## src/spd_map.vh

```
// Register map, field positions, reset values and timing counts for the power-down and termination block
`ifndef SPD_MAP_VH
`define SPD_MAP_VH
// Register byte offsets
`define SPD_CTRL_OFF      12'h000
`define SPD_MR_OFF        12'h004
`define SPD_TCKE_OFF      12'h008
`define SPD_TCPDED_OFF    12'h00C
`define SPD_TXP_OFF       12'h010
`define SPD_TXPDLL_OFF    12'h014
`define SPD_STATUS_OFF    12'h018
// Control register fields
`define SPD_CTRL_DLL_LOCK 0
`define SPD_CTRL_DLL_RST  1
`define SPD_CTRL_SREF     2
// Mode register mirror fields
`define SPD_MR_PPD_KEEP   0
`define SPD_MR_NOM_LO     1
`define SPD_MR_NOM_HI     3
`define SPD_MR_WR_LO      4
`define SPD_MR_WR_HI      5
// Status register fields
`define SPD_ST_STATE_LO   0
`define SPD_ST_STATE_HI   2
`define SPD_ST_DLL_ON     3
`define SPD_ST_RTT_ON     4
`define SPD_ST_CA_ON      5
`define SPD_ST_ANY_OK     6
`define SPD_ST_DLL_OK     7
`define SPD_ST_BUF_ON     8
`define SPD_ST_DLL_RSTREQ 9
// Reset values
`define SPD_CTRL_RST      32'h0000_0001
`define SPD_MR_RST        32'h0000_0000
// Timing counts in clock cycles
`define SPD_TCKE_CYC      8'h03
`define SPD_TCPDED_CYC    8'h01
`define SPD_TXP_CYC       8'h03
`define SPD_TXPDLL_CYC    8'h0A
`endif

```

## src/spd_delay_timer.v

```verilog
// Loadable down-counter that reports when a programmed delay has expired
module spd_delay_timer #(
  parameter W = 8
) (
  input  wire         pclk,
  input  wire         presetn,
  input  wire         start,
  input  wire [W-1:0] count,
  output wire         done
);
  reg [W-1:0] remain;

  // Reload on start, else count down to zero and stay
  always @(posedge pclk or negedge presetn) begin
    if (!presetn) begin
      remain <= {W{1'b0}};
    end else if (start) begin
      remain <= count;
    end else if (remain != {W{1'b0}}) begin
      remain <= remain - {{(W-1){1'b0}}, 1'b1};
    end
  end

  assign done = (remain == {W{1'b0}}) && !start;
endmodule

```

## src/spd_power_down.v

```verilog
// Power-down entry and exit control with the basic on-die termination switch
`include "spd_map.vh"

module spd_power_down #(
  parameter DQ_W = 16,
  parameter DM_W = 2
) (
  input  wire            pclk,
  input  wire            presetn,
  input  wire            psel,
  input  wire            penable,
  input  wire            pwrite,
  input  wire [11:0]     paddr,
  input  wire [31:0]     pwdata,
  output reg  [31:0]     prdata,
  output reg             pready,
  output reg             pslverr,
  input  wire            cke,
  input  wire            odt,
  input  wire            cmd_nop,
  input  wire            banks_open,
  input  wire            op_busy,
  output reg             power_down_state,
  output reg             cmd_rx_on,
  output reg             buf_on,
  output reg             dll_on,
  output reg             any_cmd_ok,
  output reg             dll_cmd_ok,
  output reg  [DQ_W-1:0] rtt_dq_on,
  output reg  [1:0]      rtt_dqs_on,
  output reg  [DM_W-1:0] rtt_dm_on,
  output reg  [2:0]      rtt_nom_sel,
  output reg  [1:0]      rtt_wr_sel
);
  // State codes
  localparam ST_IDLE = 3'd0;
  localparam ST_WAIT = 3'd1;
  localparam ST_PPD  = 3'd2;
  localparam ST_APD  = 3'd3;
  localparam ST_EXIT = 3'd4;

  reg [31:0] ctrl;
  reg [31:0] mr;
  reg [7:0]  t_cke;
  reg [7:0]  t_cpded;
  reg [7:0]  t_xp;
  reg [7:0]  t_xpdll;
  reg [2:0]  state;
  reg [2:0]  next_state;
  reg        slow_exit;
  reg        dll_rst_req;
  reg        entry_unlocked;
  wire       ppd_keep;
  wire [2:0] nom_field;
  wire [1:0] wr_field;
  wire       sref;
  wire       dll_locked;
  wire       rtt_en;
  wire       rtt_next;
  wire       cpded_done;
  wire       xp_done;
  wire       xpdll_done;
  wire       cke_done;
  wire       entry;
  wire       exit_ev;
  wire       wr_acc;
  wire       rd_acc;
  wire [3:0] ctrl_lo;

  assign ppd_keep   = mr[`SPD_MR_PPD_KEEP];
  assign nom_field  = mr[`SPD_MR_NOM_HI:`SPD_MR_NOM_LO];
  assign wr_field   = mr[`SPD_MR_WR_HI:`SPD_MR_WR_LO];
  assign sref       = ctrl[`SPD_CTRL_SREF];
  assign dll_locked = ctrl[`SPD_CTRL_DLL_LOCK];
  assign ctrl_lo    = ctrl[3:0];
  assign wr_acc     = psel && penable && pwrite;
  assign rd_acc     = psel && penable && !pwrite;

  // Entry needs NOP/DES beside the falling CKE; exit the same with CKE high
  assign entry   = (state == ST_IDLE) && !cke && cmd_nop;
  assign exit_ev = ((state == ST_PPD) || (state == ST_APD)) && cke && cmd_nop && cke_done;

  // Delay counters for receiver shutoff, exit latencies and minimum CKE time
  spd_delay_timer #(.W(8)) u_cpded (
    .pclk    (pclk),
    .presetn (presetn),
    .start   (entry),
    .count   (t_cpded),
    .done    (cpded_done)
  );
  spd_delay_timer #(.W(8)) u_xp (
    .pclk    (pclk),
    .presetn (presetn),
    .start   (exit_ev),
    .count   (t_xp),
    .done    (xp_done)
  );
  spd_delay_timer #(.W(8)) u_xpdll (
    .pclk    (pclk),
    .presetn (presetn),
    .start   (exit_ev),
    .count   (t_xpdll),
    .done    (xpdll_done)
  );
  spd_delay_timer #(.W(8)) u_cke (
    .pclk    (pclk),
    .presetn (presetn),
    .start   (entry),
    .count   (t_cke),
    .done    (cke_done)
  );

  // Next state: CKE may fall mid-operation, the mode is settled once it drains
  always @* begin
    next_state = state;
    case (state)
      ST_IDLE: begin
        if (entry) begin
          next_state = ST_WAIT;
        end
      end
      ST_WAIT: begin
        if (!op_busy) begin
          next_state = banks_open ? ST_APD : ST_PPD;
        end
      end
      ST_PPD, ST_APD: begin
        if (exit_ev) begin
          next_state = ST_EXIT;
        end
      end
      ST_EXIT: begin
        if (slow_exit ? xpdll_done : xp_done) begin
          next_state = ST_IDLE;
        end
      end
      default: begin
        next_state = ST_IDLE;
      end
    endcase
  end

  // State register; the async reset pin also pulls the block out of power-down
  always @(posedge pclk or negedge presetn) begin
    if (!presetn) begin
      state <= ST_IDLE;
    end else begin
      state <= next_state;
    end
  end

  // Exit speed chosen at mode entry, and DLL-reset need remembered past exit
  always @(posedge pclk or negedge presetn) begin
    if (!presetn) begin
      slow_exit      <= 1'b0;
      entry_unlocked <= 1'b0;
      dll_rst_req    <= 1'b0;
    end else begin
      if (state == ST_WAIT && !op_busy) begin
        slow_exit <= !banks_open && !ppd_keep;
      end
      if (entry) begin
        entry_unlocked <= !dll_locked;
      end
      // Set wins over the software clear
      if (exit_ev && entry_unlocked) begin
        dll_rst_req <= 1'b1;
      end else if (wr_acc && paddr == `SPD_CTRL_OFF && pwdata[`SPD_CTRL_DLL_RST]) begin
        dll_rst_req <= 1'b0;
      end
    end
  end

  // Termination: pin gated by mode fields, self-refresh, DLL state and slow-exit precharge power-down
  assign rtt_en   = (nom_field != 3'b000) || (wr_field != 2'b00);
  assign rtt_next = odt && rtt_en && !sref && dll_locked &&
                    !(state == ST_PPD && slow_exit);

  // Pin-side outputs all come from flip-flops
  always @(posedge pclk or negedge presetn) begin
    if (!presetn) begin
      power_down_state <= 1'b0;
      cmd_rx_on        <= 1'b1;
      buf_on           <= 1'b1;
      dll_on           <= 1'b1;
      any_cmd_ok       <= 1'b1;
      dll_cmd_ok       <= 1'b1;
      rtt_dq_on        <= {DQ_W{1'b0}};
      rtt_dqs_on       <= 2'b00;
      rtt_dm_on        <= {DM_W{1'b0}};
      rtt_nom_sel      <= 3'b000;
      rtt_wr_sel       <= 2'b00;
    end else begin
      power_down_state <= (next_state == ST_PPD) || (next_state == ST_APD);
      // Receivers stay live through tCPDED so trailing NOPs are still seen
      cmd_rx_on  <= !((next_state != ST_IDLE) && (next_state != ST_EXIT) && cpded_done);
      buf_on     <= !((next_state == ST_PPD) || (next_state == ST_APD));
      dll_on     <= dll_locked && !(next_state == ST_PPD && !ppd_keep);
      any_cmd_ok <= (next_state == ST_IDLE) || (next_state == ST_EXIT && xp_done);
      dll_cmd_ok <= (next_state == ST_IDLE) && !dll_rst_req;
      rtt_dq_on  <= {DQ_W{rtt_next}};
      rtt_dqs_on <= {2{rtt_next}};
      rtt_dm_on  <= {DM_W{rtt_next}};
      rtt_nom_sel <= nom_field;
      rtt_wr_sel  <= wr_field;
    end
  end

  // Software registers; timing counts reset to their documented cycle figures
  always @(posedge pclk or negedge presetn) begin
    if (!presetn) begin
      ctrl    <= `SPD_CTRL_RST;
      mr      <= `SPD_MR_RST;
      t_cke   <= `SPD_TCKE_CYC;
      t_cpded <= `SPD_TCPDED_CYC;
      t_xp    <= `SPD_TXP_CYC;
      t_xpdll <= `SPD_TXPDLL_CYC;
    end else if (wr_acc) begin
      case (paddr)
        `SPD_CTRL_OFF:   ctrl    <= {28'h000_0000, pwdata[3:2], 1'b0, pwdata[0]};
        `SPD_MR_OFF:     mr      <= {26'h000_0000, pwdata[5:0]};
        `SPD_TCKE_OFF:   t_cke   <= pwdata[7:0];
        `SPD_TCPDED_OFF: t_cpded <= pwdata[7:0];
        `SPD_TXP_OFF:    t_xp    <= pwdata[7:0];
        `SPD_TXPDLL_OFF: t_xpdll <= pwdata[7:0];
        default: begin
        end
      endcase
    end
  end

  // APB answer: one-cycle access phase, error on unmapped offsets
  always @(posedge pclk or negedge presetn) begin
    if (!presetn) begin
      prdata  <= 32'h0000_0000;
      pready  <= 1'b0;
      pslverr <= 1'b0;
    end else begin
      pready  <= psel && !penable;
      pslverr <= 1'b0;
      prdata  <= 32'h0000_0000;
      if (psel && !penable) begin
        case (paddr)
          `SPD_CTRL_OFF:   prdata <= {28'h000_0000, ctrl_lo};
          `SPD_MR_OFF:     prdata <= mr;
          `SPD_TCKE_OFF:   prdata <= {24'h00_0000, t_cke};
          `SPD_TCPDED_OFF: prdata <= {24'h00_0000, t_cpded};
          `SPD_TXP_OFF:    prdata <= {24'h00_0000, t_xp};
          `SPD_TXPDLL_OFF: prdata <= {24'h00_0000, t_xpdll};
          `SPD_STATUS_OFF: prdata <= {22'h00_0000, dll_rst_req, buf_on, dll_cmd_ok,
                                      any_cmd_ok, cmd_rx_on, rtt_dqs_on[0], dll_on, state};
          default:         pslverr <= 1'b1;
        endcase
      end
    end
  end

  // Unused read strobe kept for symmetry of decode
  wire unused_rd = rd_acc;
endmodule

```

## config.mk

```make
export PLATFORM = sky130hd
export DESIGN_NAME = spd_power_down
export DESIGN_NICKNAME = d
export VERILOG_FILES = /design/src/spd_delay_timer.v /design/src/spd_power_down.v
export VERILOG_INCLUDE_DIRS = /design/src
export SDC_FILE = /design/constraint.sdc
export NUM_CORES = 1
export LEC_CHECK = 0
export ABC_AREA = 1
export BUFFER_PORTS_ARGS = -buffer_cell sky130_fd_sc_hd__buf_4
export CAP_MARGIN = 15
export CORE_MARGIN = 10
export CORE_UTILIZATION = 50
export CTS_BUF_LIST = sky130_fd_sc_hd__clkbuf_16
export CTS_CLUSTER_SIZE = 20
export DETAILED_ROUTE_END_ITERATION = 10
export GPL_TIMING_DRIVEN = 1
export PLACE_DENSITY = 0.81
export SETUP_SLACK_MARGIN = 0.1
export SLEW_MARGIN = 20
export SYNTH_ARGS = -nofsm -noshare
export SYNTH_HDL_FRONTEND = slang
export SYNTH_SLANG_ARGS = --single-unit
```

## constraint.sdc

```tcl
create_clock -name pclk -period 4.9 [get_ports pclk]
set_clock_uncertainty 0.1 [all_clocks]
set_input_delay 0.735 -clock pclk [delete_from_list [all_inputs] [get_ports pclk]]
set_output_delay 0.735 -clock pclk [all_outputs]
set_load 0.02 [all_outputs]
```

==> results.py, run 1 <==
metrics = {
    "synthesis": {
        "muxShareOfSynthArea": 0,
        "synthCells": 677,
        "synthSimpleGateAreaFrac": 0.266,
        "netlist.area_leader.share": 0.406,
        "synth_top_area_cell": "dfrtp_1",
        "yosys-top-cells-count": "nand2_1, dfrtp_1, nor2_1",
        "synthAdderAreaFrac": 0.0158,
        "syn_area_per_cell_um2": 8.19,
        "synth.most_common_cell": "nand2_1",
        "synth_xor_xnor_area_share": 0.0253,
        "synth_compound_area_frac": 0.102,
        "async_flop_share": 1.00,
        "synth_top_family_by_area": "simple AND/OR/NAND/NOR gates",
        "yosysWarningCount": 0,
        "synth_area_um2": 5540,
        "ys_ff_latch": 103,
        "yosysSeqAreaShare": 0.468,
        "yosysUniqueCellTypes": 38,
        "synth_area_leaders": "dfrtp_1, nand2_1, buf_4",
        "synthFlopType": "dfrtp_1",
        "synth_edf_count": 0,
    },
    "global_route": {
        "grtUsageMet3": 0.0448,
        "first_global_vias": 4649,
        "use_met2": 0.268,
        "grtUsageTotal": 0.180,
        "top_usage_layer": "met2",
        "use_met1": 0.243,
        "grt_max_degree": 71,
        "overflow": 0,
        "grt_pass1_wl_um": 23500,
        "antenna_found_initial": 0,
    },
    "route": {
        "drc": 0,
        "drt_iter0_drc": 457,
        "routed_wl_um": 13900,
        "vias": 4718,
        "antenna_left": 0,
        "avgViaCountPerCell": 5.41,
        "wl_per_cell_um": 15.9,
        "dr.pass1.iters": 5,
    },
    "worst_setup_path": {
        "worstSetupPathType": "input pin to flop",
        "path_cells": "buf_4, inv_1, nand2_1, nor2_1, nand2_1, nor2_1, nand2_1, nand2_1, o21ai_2",
        "slowest_delay_ns": 0.66,
        "critPathLaunchType": "input pin",
        "r2r-start": "u_cke.remain[0]",
        "critPathArrivalTime_ns": 2.48,
        "crit_path_top_delay_cell": "nor2_1",
        "required_ns": 5.03,
        "cp_max_fo": 12,
        "ff2ff_path_depth": 8,
        "worstSetupEndpointType": "flop",
        "rrSetupSlack_ns": 2.67,
        "cpMostUsedCell": "nand2_1",
        "r2r-end": "u_xp.remain[3]",
    },
    "clock_network": {
        "clkTransAtPathRegs_ns": 0.07,
        "hold_buffers": 0,
        "cts_resized": 0,
        "clock_latency_ns": 0.35,
        "cts_buffer_depth": 2,
        "root_buffer": "clkbuf_16",
        "numCtsBuffers": 9,
        "cts_setup_buffers": 0,
        "cts_tree": "built",
        "h-tree-depth": 3,
        "cts.sinks": 103,
    },
    "sta": {
        "setup_tns_ns": 0,
        "grt_setup_unrepaired": "false",
        "setup_viol": 0,
        "fin_hold_ws_ns": 0.334,
        "fin_crit_sh": 0.480,
        "finalMaxSlewViolations": 0,
        "max_freq_mhz": 425,
        "tightest_slew_ns": 0.899,
        "finalHoldViolCount": 0,
        "period_needed_ns": 2.35,
        "relSlewSlack": 0.401,
    },
    "final_layout": {
        "nets": 788,
        "layout-drive-gt1-share": 0.212,
        "fillerInstances": 967,
        "utilization": 0.575,
        "area_growth_pct": 12.5,
        "num_antenna_cells": 0,
    },
    "worst_hold_path": {
        "hold_class": "flop to flop",
        "hold_end": "rtt_wr_sel[0]",
        "hp-start": "mr[4]",
        "hold_depth": 0,
    },
    "pwr": {
        "vdd_drop_max_mv": 0.229,
        "power_leakage_nw": 3.10,
        "p_per_area_nw_per_um2": 421,
    },
    "floorplan": {
        "ioPinCount": 119,
        "design.core.area_um2": 10800,
        "die_x_um": 125,
        "fp-row-count": 38,
        "die_h_um": 125,
        "die_area_um2": 15700,
        "start_util": 0.511,
    },
    "outcome": {
        "status": "finished, final reports clean",
    },
    "run": {
        "max-cap-violations": 0,
    },
    "placed_design": {
        "port_buffers": 72,
        "dp_hpwl_um": 10500,
        "place_congestion": 0.942,
    },
}
routing by layer:
layer / share of wire / wire, µm
met3: 0.095 / 1320
met5: 0 / 0
met1: 0.44 / 6060
met4: 0.030 / 419
met2: 0.44 / 6100
how the worst max path moves through the flow:
| stage | start | end | slack (ns) |
|---|---|---|---|
| floorplan | paddr[11] | t_xp[6] | 3.02 |
| global placement | paddr[0] | mr[2] | 2.31 |
| detailed placement | paddr[0] | mr[3] | 2.25 |
| CTS | paddr[0] | mr[1] | 2.59 |
| global route | paddr[0] | mr[0] | 2.30 |
| finish | paddr[0] | mr[1] | 2.55 |
critical path: cells and delay by family:
family | cells | cell delay, ns
buffers and inverters | 2 | 0.16
AND/OR/NAND/NOR | 6 | 1.52
AO/OA/AOI/OAI | 1 | 0.06
layout make-up:
type,count,area [µm²],share of cell area
clock buffer,9,225,0.0361
tap,140,175,0.0281
inverter,71,268,0.0429
clock inverter,7,73.8,0.0118
timing repair buffer,73,548,0.0879
sequential,103,2590,0.416
multi-input combinational,469,2350,0.377
cell families (layout without fill, tap and decap cells):
| logic type | Yosys count | in the layout |
|---|---|---|
| other | 1 | 22 |
| DFF | 103 | 103 |
| adders and majority gates | 7 | 7 |
| buffers and inverters | 126 | 160 |
| and+or+nand+nor | 332 | 332 |
| AOI/OAI and AO/OA | 92 | 92 |
| xor gates and xnor gates | 16 | 16 |
cell usage in the layout (no fill, tap or decap), drive strengths merged, types with 7 or more instances in the layout:
| master | count |
|---|---|
| inv | 75 |
| buf | 73 |
| nor3 | 7 |
| nor2 | 80 |
| a21oi | 8 |
| o21ai | 73 |
| dfstp | 13 |
| nand2 | 166 |
| ha | 7 |
| dfrtp | 90 |
| xor2 | 11 |
| clkbuf | 9 |
| nand3 | 59 |
| nand4 | 18 |
| conb | 22 |
state kept, by name, summed over array words and instances, names as in the netlist, 6 cells and up:
signal and flops:
mr 6, prdata 10, t_cke 8, t_cpded 8
t_xp 8, t_xpdll 8, u_cke.remain 8, u_cpded.remain 8
u_xp.remain 8, u_xpdll.remain 8
power by group:
group / switching (mW) / leakage [nW] / total, mW / internal [mW]
sequential: 0.121 / 1.32 / 1.15 / 1.03
clock: 0.351 / 0.148 / 0.714 / 0.363
combinational: 0.471 / 1.63 / 0.761 / 0.290
per-stage QoR:
stage	power, mW	cells	instance area, µm²	setup WS [ns]
6_report	2.62	872	6230	2.55
5_1_grt	2.82	872	6230	2.30
4_1_cts	2.64	872	6230	2.59
3_5_place_dp	1.92	856	5940	2.25
3_3_place_gp	1.87	856	5940	2.31
2_1_floorplan	1.71	698	5620	3.02
Note: power is estimated with default switching activity, not from simulation.
==> run 2: changes to the inputs <==
clock period = 2.4 ns   (was 4.9 ns; I/O delays follow)
==> results.py, run 2 (synthesis results as in run 1) <==
metrics = {
    "outcome": {
        "status": "finished, final reports clean",
    },
    "sta": {
        "finalMaxSlewViolations": 0,
        "relSlewSlack": 0.580,
        "setup_tns_ns": 0,
        "period_needed_ns": 2.00,
        "finalHoldViolCount": 0,
        "max_freq_mhz": 501,
        "setup_viol": 0,
        "fin_crit_sh": 0.832,
        "fin_ws_ns": 0.403,
        "tightest_slew_ns": 0.630,
        "grt_setup_unrepaired": "false",
    },
    "final_layout": {
        "area_growth_pct": 13.8,
        "fillerInstances": 971,
        "nets": 797,
        "final_common_cell": "nand2_1",
        "design_area_um2": 6310,
        "layout-drive-gt1-share": 0.220,
        "num_antenna_cells": 0,
        "regMostFlops": "prdata",
        "final_cell_mix": "nand2_1, dfrtp_1, buf_4",
        "utilization": 0.582,
        "largest_register_ffs": 10,
    },
    "worst_setup_path": {
        "crit_path_top_delay_cell": "dfrtp_1",
        "worstSetupPathType": "flop to flop",
        "path_cells": "inv_1, ha_1, nand3_1, nor2_2, nand3_2, nand2_1, inv_1, a22o_1",
        "critPathBufInv": 2,
        "cpMostUsedCell": "inv_1",
        "cp_max_fo": 11,
        "worstSetupEndpointType": "flop",
        "required_ns": 2.53,
        "critPathTopFamily": "simple AND/OR/NAND/NOR gates",
        "critPathArrivalTime_ns": 2.13,
        "slowest_delay_ns": 0.40,
        "critPathLaunchType": "flop",
    },
    "global_route": {
        "overflow": 0,
        "first_global_vias": 4694,
        "antenna_found_initial": 0,
        "grtUsageTotal": 0.180,
        "grt_pass1_wl_um": 23400,
        "grt_max_degree": 52,
    },
    "pwr": {
        "vdd_drop_max_mv": 0.503,
        "power_leakage_nw": 3.14,
        "p_per_area_nw_per_um2": 849,
    },
    "clock_network": {
        "clock_latency_ns": 0.34,
        "cts_setup_buffers": 0,
        "cts_buffer_depth": 2,
        "clkTransAtPathRegs_ns": 0.08,
        "h-tree-depth": 3,
        "cts.sinks": 103,
        "cts_resized": 0,
        "hold_buffers": 1,
        "numCtsBuffers": 9,
        "cts_tree": "built",
        "root_buffer": "clkbuf_16",
    },
    "route": {
        "dr.pass1.iters": 4,
        "avgViaCountPerCell": 5.28,
        "routed_wl_um": 14200,
        "antenna_left": 0,
        "drc": 0,
        "drt_iter0_drc": 389,
        "vias": 4650,
        "wl_per_cell_um": 16.1,
    },
    "floorplan": {
        "design.core.area_um2": 10800,
        "ioPinCount": 119,
        "die_area_um2": 15700,
        "fp-row-count": 38,
        "die_h_um": 125,
        "start_util": 0.511,
        "die_x_um": 125,
    },
    "placed_design": {
        "place_area_um2": 6010,
        "port_buffers": 72,
        "dp_hpwl_um": 11000,
        "place_congestion": 0.939,
        "post-place-ws_ns": 0.385,
    },
    "run": {
        "max-cap-violations": 0,
    },
    "worst_hold_path": {
        "hold_class": "input pin to flop",
    },
}
==> run 2: layout make-up <==
class	instances	area [µm²]	area share
Clock buffer	9	225	0.0357
Clock inverter	7	63.8	0.0101
Multi-Input combinational cell	469	2350	0.373
Tap cell	140	175	0.0278
Timing Repair Buffer	82	631	0.100
Inverter	71	268	0.0425
Sequential cell	103	2590	0.411
==> run 2: stage by stage <==
stage	hold WS (ns)	std cells	power [mW]
6_report	0.134	881	5.35
5_1_grt	0.133	881	5.73
4_1_cts	0.123	881	5.38
3_5_place_dp	0.324	864	3.95
3_3_place_gp	0.318	864	3.84
2_1_floorplan	-0.0356	698	3.50
==> run 2: path summary, 6_finish.rpt <==
| path | cells after the start | slack, ns | to | start |
|---|---|---|---|---|
| min | 2 | 0.13 | power_down_state | op_busy |
| min in group asynchronous | 2 | 0.47 | u_xp.remain[3] | presetn |
| min reg2reg | 0 | 0.34 | rtt_wr_sel[0] | mr[4] |
| max reg2reg | 8 | 0.40 | u_xp.remain[3] | u_cke.remain[0] |
| max in group asynchronous | 3 | 1.02 | t_xpdll[3] | presetn |
| max | 8 | 0.40 | u_xp.remain[3] | u_cke.remain[0] |
==> run 2: power by group <==
part           switching [mW]  internal (mW)  leakage [nW]  total, mW
Combinational           0.982          0.604          1.67       1.59
Sequential              0.246           2.10          1.32       2.35
Clock                   0.692          0.728         0.143       1.42
==> run 2: routing by layer <==
metal | global-route usage | share of wire | vias up
li1 | - | - | 2240
met1 | 0.237 | 0.46 | 2197
met2 | 0.286 | 0.45 | 186
met3 | 0.0448 | 0.074 | 27
met4 | 0.0569 | 0.019 | 0
met5 | 0 | 0 | -
